<file path="src/ts_time_pkg.sv">
// shared constants and types for the timestamp-A time holding registers
package ts_time_pkg;

  // ==========================================================
  // register map (byte addresses)
  localparam logic [11:0] TIME_LOW_OFFSET = 12'h000;
  localparam logic [11:0] TIME_HIGH_OFFSET = 12'h004;
  localparam logic [11:0] CONTROL_OFFSET = 12'h008;
  localparam logic [11:0] STATUS_OFFSET = 12'h00C;

  // ==========================================================
  // field positions
  localparam int SEC_TENS_LSB = 12;
  localparam int SEC_UNITS_LSB = 8;
  localparam int HRS_TENS_LSB = 12;
  localparam int HRS_UNITS_LSB = 8;
  localparam int MIN_TENS_LSB = 4;
  localparam int MIN_UNITS_LSB = 0;
  localparam int ENABLE_BIT = 0;

  // ==========================================================
  // legal digit limits
  localparam logic [3:0] SEC_TENS_MAX = 4'h5;
  localparam logic [3:0] UNITS_MAX = 4'h9;
  localparam logic [3:0] HRS_TENS_MAX = 4'h2;
  localparam logic [3:0] MIN_TENS_MAX = 4'h5;

  // ==========================================================
  // reset values
  localparam logic [15:0] TIME_RESET = 16'h0000;
  localparam logic ENABLE_RESET = 1'b0;

  // ==========================================================
  // register images
  typedef struct packed {
    logic [2:0] seconds_tens_digit;
    logic [3:0] seconds_units_digit;
  } time_low_type;

  typedef struct packed {
    logic [1:0] hours_tens_digit;
    logic [3:0] hours_units_digit;
    logic [2:0] minutes_tens_digit;
    logic [3:0] minutes_units_digit;
  } time_high_type;

endpackage : ts_time_pkg

</file>
<file path="src/timestamp_a_time_regs.sv">
// timestamp-A time holding registers behind an APB slave
`timescale 1ns/1ns

// Summary of operation
// - seconds tens digit in bits 14-12
// - seconds units digit in bits 11-8
// - low register bit 15 reads zero
// - low register bits 7-0 read zero
// - disabled: plain storage, only power-on clears
module timestamp_a_time_regs
  import ts_time_pkg::*;
(
  // clock and resets
  input wire logic pclk,
  input wire logic presetn,
  input wire logic power_on_reset_n,
  // apb slave
  input wire logic psel,
  input wire logic penable,
  input wire logic pwrite,
  input wire logic [11:0] paddr,
  input wire logic [31:0] pwdata,
  input wire logic [3:0] pstrb,
  output logic [31:0] prdata,
  output logic pready,
  output logic pslverr,
  // stored time towards neighbouring logic
  output time_low_type time_low,
  output time_high_type time_high,
  output logic timestamp_a_enable
);

  // ==========================================================
  // helpers
  function automatic logic digit_ok(input logic [3:0] digit, input logic [3:0] limit);
    digit_ok = (digit <= limit);
  endfunction : digit_ok

  function automatic logic [15:0] low_image(input time_low_type r);
    logic [15:0] v;
    v = 16'h0000;
    v[SEC_TENS_LSB +: 3] = r.seconds_tens_digit;
    v[SEC_UNITS_LSB +: 4] = r.seconds_units_digit;
    low_image = v;
  endfunction : low_image

  function automatic logic [15:0] high_image(input time_high_type r);
    logic [15:0] v;
    v = 16'h0000;
    v[HRS_TENS_LSB +: 2] = r.hours_tens_digit;
    v[HRS_UNITS_LSB +: 4] = r.hours_units_digit;
    v[MIN_TENS_LSB +: 3] = r.minutes_tens_digit;
    v[MIN_UNITS_LSB +: 4] = r.minutes_units_digit;
    high_image = v;
  endfunction : high_image

  // ==========================================================
  // bus decode
  time_low_type time_low_ff;
  time_high_type time_high_ff;
  logic enable_ff;
  logic [31:0] prdata_ff;
  logic pslverr_ff;
  logic access;
  logic wr_en;
  logic hit_low;
  logic hit_high;
  logic hit_ctrl;
  logic hit_stat;
  logic mapped;
  logic [3:0] valid_flags;
  logic [31:0] nxt_prdata;

  // zero wait states: every access ends in its first access cycle
  assign pready = 1'b1;
  assign access = psel & penable;
  assign wr_en = access & pwrite;
  assign hit_low = (paddr == TIME_LOW_OFFSET);
  assign hit_high = (paddr == TIME_HIGH_OFFSET);
  assign hit_ctrl = (paddr == CONTROL_OFFSET);
  assign hit_stat = (paddr == STATUS_OFFSET);
  assign mapped = hit_low | hit_high | hit_ctrl | hit_stat;

  // ==========================================================
  // time storage, cleared only by power-on reset
  // bus reset is left out on purpose so pin and watchdog resets keep contents
  // while enabled the capture logic owns the registers, so software may not write
  always_ff @(posedge pclk or negedge power_on_reset_n) begin
    if (!power_on_reset_n) begin
      time_low_ff <= time_low_type'(TIME_RESET[6:0]);
    end else if (wr_en && hit_low && !enable_ff && pstrb[1]) begin
      time_low_ff.seconds_tens_digit <= pwdata[SEC_TENS_LSB +: 3];
      time_low_ff.seconds_units_digit <= pwdata[SEC_UNITS_LSB +: 4];
    end
  end

  always_ff @(posedge pclk or negedge power_on_reset_n) begin
    if (!power_on_reset_n) begin
      time_high_ff <= time_high_type'(TIME_RESET[12:0]);
    end else if (wr_en && hit_high && !enable_ff) begin
      if (pstrb[1]) begin
        time_high_ff.hours_tens_digit <= pwdata[HRS_TENS_LSB +: 2];
        time_high_ff.hours_units_digit <= pwdata[HRS_UNITS_LSB +: 4];
      end
      if (pstrb[0]) begin
        time_high_ff.minutes_tens_digit <= pwdata[MIN_TENS_LSB +: 3];
        time_high_ff.minutes_units_digit <= pwdata[MIN_UNITS_LSB +: 4];
      end
    end
  end

  // ==========================================================
  // enable control
  always_ff @(posedge pclk or negedge presetn) begin
    if (!presetn) begin
      enable_ff <= ENABLE_RESET;
    end else if (wr_en && hit_ctrl && pstrb[0]) begin
      enable_ff <= pwdata[ENABLE_BIT];
    end
  end

  // ==========================================================
  // read path and error answer
  assign valid_flags = {
    digit_ok({1'b0, time_low_ff.seconds_tens_digit}, SEC_TENS_MAX) &
      digit_ok(time_low_ff.seconds_units_digit, UNITS_MAX),
    digit_ok({2'b00, time_high_ff.hours_tens_digit}, HRS_TENS_MAX) &
      digit_ok(time_high_ff.hours_units_digit, UNITS_MAX),
    digit_ok({1'b0, time_high_ff.minutes_tens_digit}, MIN_TENS_MAX) &
      digit_ok(time_high_ff.minutes_units_digit, UNITS_MAX),
    enable_ff
  };

  always_comb begin
    nxt_prdata = 32'h0000_0000;
    if (hit_low) begin
      nxt_prdata = {16'h0000, low_image(time_low_ff)};
    end else if (hit_high) begin
      nxt_prdata = {16'h0000, high_image(time_high_ff)};
    end else if (hit_ctrl) begin
      nxt_prdata = {31'h0000_0000, enable_ff};
    end else if (hit_stat) begin
      nxt_prdata = {28'h000_0000, valid_flags};
    end
  end

  // data is registered in the setup cycle so it stands during the access cycle
  always_ff @(posedge pclk or negedge presetn) begin
    if (!presetn) begin
      prdata_ff <= 32'h0000_0000;
    end else if (psel && !penable && !pwrite) begin
      prdata_ff <= nxt_prdata;
    end
  end

  always_ff @(posedge pclk or negedge presetn) begin
    if (!presetn) begin
      pslverr_ff <= 1'b0;
    end else begin
      pslverr_ff <= psel & !penable & !mapped;
    end
  end

  assign prdata = prdata_ff;
  assign pslverr = pslverr_ff & access;
  assign time_low = time_low_ff;
  assign time_high = time_high_ff;
  assign timestamp_a_enable = enable_ff;

  // ==========================================================
  // checks
  a_low_reserved_zero: assert property (@(posedge pclk) disable iff (!presetn)
    (access && !pwrite && hit_low) |-> (prdata[31:15] == 17'h0 && prdata[7:0] == 8'h00))
    else $error("low register reserved bits not zero");

  a_low_unused_bits: assert property (@(posedge pclk) disable iff (!power_on_reset_n)
    (wr_en && hit_low && !enable_ff && pstrb[1]) |=>
      (low_image(time_low_ff) == {1'b0, $past(pwdata[14:8]), 8'h00}))
    else $error("low register write mismatch");

  a_sec_tens_field: assert property (@(posedge pclk) disable iff (!power_on_reset_n)
    (wr_en && hit_low && !enable_ff && pstrb[1]) |=>
      (time_low_ff.seconds_tens_digit == $past(pwdata[14:12])))
    else $error("seconds tens digit not stored");

  a_sec_units_rd: assert property (@(posedge pclk) disable iff (!presetn)
    (psel && !penable && !pwrite && hit_low) |=>
      (prdata[11:8] == $past(time_low_ff.seconds_units_digit)))
    else $error("seconds units digit read mismatch");

  a_storage_kept: assert property (@(posedge pclk) disable iff (!power_on_reset_n)
    (!(wr_en && (hit_low || hit_high))) |=>
      ($stable(time_low_ff) && $stable(time_high_ff)))
    else $error("storage changed without a write");

  a_enabled_locked: assert property (@(posedge pclk) disable iff (!power_on_reset_n)
    enable_ff |=> $stable(time_low_ff) && $stable(time_high_ff))
    else $error("storage written while enabled");

  a_high_layout: assert property (@(posedge pclk) disable iff (!presetn)
    (psel && !penable && !pwrite && hit_high) |=>
      (prdata[31:14] == 18'h0 && prdata[7] == 1'b0 &&
       prdata[3:0] == $past(time_high_ff.minutes_units_digit)))
    else $error("high register layout mismatch");

  a_unmapped_err: assert property (@(posedge pclk) disable iff (!presetn)
    (psel && !penable && !mapped) ##1 (psel && penable) |-> pslverr)
    else $error("unmapped access gave no error");

  // ==========================================================
  // bus handshake checks
  // zero wait states: a master that waits on ready must never stall here
  a_ready_always: assert property (@(posedge pclk) disable iff (!presetn)
    psel |-> pready)
    else $error("ready dropped during a transfer");

  a_err_only_access: assert property (@(posedge pclk) disable iff (!presetn)
    !access |-> !pslverr)
    else $error("error flag outside an access cycle");

  a_mapped_no_err: assert property (@(posedge pclk) disable iff (!presetn)
    (access && mapped) |-> !pslverr)
    else $error("error flag on a mapped register");

  a_unmapped_data: assert property (@(posedge pclk) disable iff (!presetn)
    (access && !pwrite && !mapped) |-> (prdata == 32'h0000_0000))
    else $error("unmapped read returned data");

  // ==========================================================
  // read layout checks
  // data is loaded in the setup cycle, so fields are held against that edge
  a_high_reserved_zero: assert property (@(posedge pclk) disable iff (!presetn)
    (access && !pwrite && hit_high) |-> (prdata[31:14] == 18'h0 && prdata[7] == 1'b0))
    else $error("high register reserved bits not zero");

  a_ctrl_layout: assert property (@(posedge pclk) disable iff (!presetn)
    (access && !pwrite && hit_ctrl) |-> (prdata[31:1] == 31'h0))
    else $error("control register upper bits not zero");

  a_stat_layout: assert property (@(posedge pclk) disable iff (!presetn)
    (access && !pwrite && hit_stat) |-> (prdata[31:4] == 28'h0))
    else $error("status register upper bits not zero");

  a_stat_enable: assert property (@(posedge pclk) disable iff (!presetn)
    (psel && !penable && !pwrite && hit_stat) |=> (prdata[0] == $past(enable_ff)))
    else $error("status enable bit mismatch");

  a_sec_tens_rd: assert property (@(posedge pclk) disable iff (!presetn)
    (psel && !penable && !pwrite && hit_low) |=>
      (prdata[14:12] == $past(time_low_ff.seconds_tens_digit)))
    else $error("seconds tens digit read mismatch");

  a_hrs_tens_rd: assert property (@(posedge pclk) disable iff (!presetn)
    (psel && !penable && !pwrite && hit_high) |=>
      (prdata[13:12] == $past(time_high_ff.hours_tens_digit)))
    else $error("hours tens digit read mismatch");

  a_hrs_units_rd: assert property (@(posedge pclk) disable iff (!presetn)
    (psel && !penable && !pwrite && hit_high) |=>
      (prdata[11:8] == $past(time_high_ff.hours_units_digit)))
    else $error("hours units digit read mismatch");

  a_min_tens_rd: assert property (@(posedge pclk) disable iff (!presetn)
    (psel && !penable && !pwrite && hit_high) |=>
      (prdata[6:4] == $past(time_high_ff.minutes_tens_digit)))
    else $error("minutes tens digit read mismatch");

  // ==========================================================
  // write checks
  // lane strobes gate whole bytes; a cleared lane must leave its digits alone
  a_sec_units_field: assert property (@(posedge pclk) disable iff (!power_on_reset_n)
    (wr_en && hit_low && !enable_ff && pstrb[1]) |=>
      (time_low_ff.seconds_units_digit == $past(pwdata[11:8])))
    else $error("seconds units digit not stored");

  a_low_lane_off: assert property (@(posedge pclk) disable iff (!power_on_reset_n)
    (wr_en && hit_low && !pstrb[1]) |=> $stable(time_low_ff))
    else $error("low register changed with lane off");

  a_hrs_field: assert property (@(posedge pclk) disable iff (!power_on_reset_n)
    (wr_en && hit_high && !enable_ff && pstrb[1]) |=>
      (time_high_ff.hours_tens_digit == $past(pwdata[13:12]) &&
       time_high_ff.hours_units_digit == $past(pwdata[11:8])))
    else $error("hours digits not stored");

  a_min_field: assert property (@(posedge pclk) disable iff (!power_on_reset_n)
    (wr_en && hit_high && !enable_ff && pstrb[0]) |=>
      (time_high_ff.minutes_tens_digit == $past(pwdata[6:4]) &&
       time_high_ff.minutes_units_digit == $past(pwdata[3:0])))
    else $error("minutes digits not stored");

  a_high_lane1_off: assert property (@(posedge pclk) disable iff (!power_on_reset_n)
    (wr_en && hit_high && !pstrb[1]) |=>
      ($stable(time_high_ff.hours_tens_digit) && $stable(time_high_ff.hours_units_digit)))
    else $error("hours changed with lane off");

  a_high_lane0_off: assert property (@(posedge pclk) disable iff (!power_on_reset_n)
    (wr_en && hit_high && !pstrb[0]) |=>
      ($stable(time_high_ff.minutes_tens_digit) && $stable(time_high_ff.minutes_units_digit)))
    else $error("minutes changed with lane off");

  // enable sits on the bus reset, unlike the time storage
  a_enable_write: assert property (@(posedge pclk) disable iff (!presetn)
    (wr_en && hit_ctrl && pstrb[0]) |=> (enable_ff == $past(pwdata[ENABLE_BIT])))
    else $error("enable bit not stored");

  a_enable_kept: assert property (@(posedge pclk) disable iff (!presetn)
    !(wr_en && hit_ctrl && pstrb[0]) |=> $stable(enable_ff))
    else $error("enable bit changed without a write");

endmodule : timestamp_a_time_regs

</file>
<file path="config.mk">
export PLATFORM = sky130hd
export DESIGN_NAME = timestamp_a_time_regs
export DESIGN_NICKNAME = d
export VERILOG_FILES = /design/src/ts_time_pkg.sv /design/src/timestamp_a_time_regs.sv
export SDC_FILE = /design/constraint.sdc
export NUM_CORES = 1
export LEC_CHECK = 0
export ABC_AREA = 1
export ABC_CLOCK_PERIOD_IN_PS = 3040
export BUFFER_PORTS_ARGS = -buffer_cell sky130_fd_sc_hd__buf_2
export CAP_MARGIN = 20
export CORE_ASPECT_RATIO = 0.75
export CORE_MARGIN = 10
export CORE_UTILIZATION = 49
export CTS_CLUSTER_SIZE = 14
export DETAILED_ROUTE_END_ITERATION = 7
export HOLD_SLACK_MARGIN = 0.12
export PLACE_DENSITY = 0.86
export SYNTH_ARGS = -nofsm -noshare
export SYNTH_HDL_FRONTEND = slang
export SYNTH_SLANG_ARGS = --single-unit
</file>
<file path="constraint.sdc">
create_clock -name pclk -period 3.04 [get_ports pclk]
set_clock_uncertainty 0.2 [all_clocks]
set_input_delay 0.152 -clock pclk [delete_from_list [all_inputs] [get_ports pclk]]
set_output_delay 0.152 -clock pclk [all_outputs]
set_load 0.005 [all_outputs]
</file>
==> metrics.md <==
| Metric | Value |
|---|---|
| Worst-path clk slew | `0.07 ns` |
| Post-CTS Setup Bufs | `0` |
| Clock root cell | `clkbuf_8` |
| Ys Warns | `0` |
| Met1 Use GR | `0.2005` |
| Hold slack | `about 0.14 ns` |
| Kind of critical path | `in2reg` |
| TNS Setup | `0 ns` |
| Seq/Total Area, Yosys | `0.4343` |
| Net switching share of the total power | `0.2247` |
| Hold Fails Final Rpt | `0` |
| Drt wl/cell | `between 10 and 15 um` |
| Die area | `~0.0073 mm^2` |
| Vias/cell | `roughly 4.8` |
| Clock buffer depth | `2` |
| Syn Area/Cell | `roughly 8 um^2` |
| Number of synthesized register bits | `36` |
| Global Route Usage Sum | `0.1671` |
| Final setup violation count | `0` |
| H-tree level count | `2` |
| Post_cts resized | `0` |
| Worst Hold Class | `in2async` |
| Net Sw Power | `about 0.22 mW` |
| WP data required | `3.03 ns` |
| DP Wirelength | `roughly 4.3 mm` |
| Placed Cells incl. Taps | `about 380` |
| Area added between synthesis and finish | `31.48%` |
| Post-Route WL | `5.926 mm` |
| Vias in the first global route | `about 2000` |
| Top Ports | `109` |
| Run status | `complete, no violations` |
| Crit share post-route | `0.8774` |
| Most frequent cells in the layout | `nand2_1, buf_2, inv_1` |
| Placer Congestion | `roughly 0.88` |
| Die H | `between 70 and 80 um` |
| Worst vdd ir | `0.0002507 V` |
| Drt first pass iters | `4` |
| RSZ-0062 raised after global routing | `false` |
| CTS sink cnt | `36` |
| Min cycle time layout | `between 2 and 3 ns` |
| Largest net degree at the start of global routing | `21` |
| Worst-path fanout max | `13` |
| DP Area | `around 0.0024 mm^2` |
| Most common cell after layout, fill and taps aside | `nand2_1` |
| M2 GR Usage | `0.2714` |
| Final #Nets | `411` |
| Fin. max-slew vios | `0` |
| Max-Cap Viols | `0` |
| FP Rows | `20` |
| GRT Residual Overflow | `0` |
| Comb pwr share | `0.100` |
| Number of synthesized flops with an enable pin | `0` |
| CTS tree | `done` |
| Sequential Power Share | `0.486` |
| Power density over the cells | `364.0 mW/mm^2` |
| Initial antenna violation count | `1` |
| Via Count | `1983` |
| Multi-input gate area | `approximately 870 um^2` |
| GRT Max-Usage Layer | `met2` |
| Port bufs | `between 60 and 70` |
| Top FF cell, synth | `dfrtp_1` |
| Relative slew slack | `0.5096` |
| Post-route cell area | `roughly 0.0027 mm^2` |
| Power Internal | `0.7698 mW` |
| Filler cells | `around 330` |
| Synth Cell Area | `roughly 0.0021 mm^2` |
| CTS Hold Buffers Added | `26` |
| Startpoint types | `input port` |
| Layout cells sized above 1 | `0.3017` |
| Core Area | `0.004079 mm^2` |
| Starting density of the core | `0.5086` |
| GR Util met3 | `0.05020` |
| Lkg Pwr | `around 1.5 nW` |
| Worst setup margin | `around 0.37 ns` |
| FF+latch area | `roughly 900 um^2` |
| DRC viols | `0` |
| Post-synthesis async set-or-reset flop share | `1.000` |
| Highest Clock Rate | `~370 MHz` |
| First-pass GRT wire length | `9.832 mm` |
| Post-route non-filler standard cell count | `about 410` |
| Crit. End Element | `register` |
| ANT nets after route | `0` |
| Width of the die | `~95 um` |
| Clk Latency, worst-skew pair | `0.29 ns` |
| Syn Inst Count | `263` |
| Unique cell type count in the Yosys netlist | `28` |
| Arr. time, crit path | `2.66 ns` |
| DR iter-0 viols | `about 180` |
| Worst Max-Slew Pin Slew | `0.7332 ns` |
| Pre-CTS setup slack | `1.373 ns` |
| CTS buffer count | `5` |
| Clock power frac | `0.414` |
-- through the flow --
step	total power, mW	utilization
5_1_grt	1.035	0.6687
6_report	0.9929	0.6687
4_1_cts	1.002	0.6681
3_5_place_dp	0.5653	0.5779
3_3_place_gp	0.5627	0.5779
2_1_floorplan	0.5409	-
-- synthesized netlist by cell type (all sizes together), types with 2 or more instances --
| cell type | n | area [um^2] |
|---|---|---|
| nor3 | 4 | 25.02 |
| a21oi | 3 | 18.77 |
| dfrtp | 36 | 900.9 |
| nand3 | 28 | 172.7 |
| inv | 44 | 165.1 |
| a22oi | 2 | 15.01 |
| o21ai | 22 | 136.4 |
| conb | 2 | 7.510 |
| nor2 | 17 | 105.1 |
| buf | 26 | 202.7 |
| nand2 | 76 | 305.3 |
-- power by group through the flow --
stage,Sequential (mW),Combinational [mW],Clock (mW)
finish,0.483,0.0989,0.411
global route,0.483,0.111,0.442
CTS,0.483,0.0967,0.422
detailed placement,0.492,0.0732,0
global placement,0.492,0.0709,0
floorplan,0.492,0.0487,0
-- per-layer routing --
metal  vias to the layer above  part of all wire  routed length (um)
met1                       908              0.39                2300
li1                        962                 -                   -
met3                        19              0.10                 616
met2                        94              0.49                2884
met5                         -                 0                   0
met4                         0             0.021                 124
-- worst max-delay path: stages --
cell and delay (ns):
dlygate4sd3_1 0.53, buf_2 0.12, nor2_2 0.06, dlygate4sd3_1 0.59, nand2_4 0.09, nor2_8 0.22
nand3_1 0.15, dlygate4sd3_1 0.58, o21ai_1 0.12, inv_1 0.05
-- sequential cells by signal, indices dropped and copies added, names as in the netlist --
name                cells
prdata                 14
pslverr_ff              1
time_high              13
time_low                7
timestamp_a_enable      1
-- final timing paths --
kind	depth (start not counted)	start	endpoint	slack (ns)
max	10	paddr[10]	timestamp_a_enable$_DFFE_PN0P_	0.37
min	2	power_on_reset_n	time_high[10]$_DFFE_PN0P_	0.14
max reg2reg	6	timestamp_a_enable$_DFFE_PN0P_	time_low[6]$_DFFE_PN0P_	1.33
min reg2reg	2	prdata[8]$_DFFE_PN0P_	prdata[8]$_DFFE_PN0P_	0.27
max in group asynchronous	3	presetn	prdata[8]$_DFFE_PN0P_	1.37
min in group pclk	5	pwrite	prdata[13]$_DFFE_PN0P_	0.15
-- logic make-up after synthesis --
kind of cell | after synthesis | synth area share
buffers and inverters | 70 | 0.1773
AO/OA/AOI/OAI | 27 | 0.08202
other | 2 | 0.003620
AND/OR/NAND/NOR | 128 | 0.3028
flip-flops | 36 | 0.4343
-- cell type report --
| type | instances | area share |
|---|---|---|
| sequential | 36 | 0.3303 |
| multi-input combinational | 174 | 0.3188 |
| clock buffer | 6 | 0.02661 |
| antenna | 1 | 0.0009174 |
| inverter | 44 | 0.06055 |
| clock inverter | 2 | 0.01284 |
| tap | 55 | 0.02523 |
| timing repair buffer | 96 | 0.2248 |
Power figures use the tool's default switching activity.
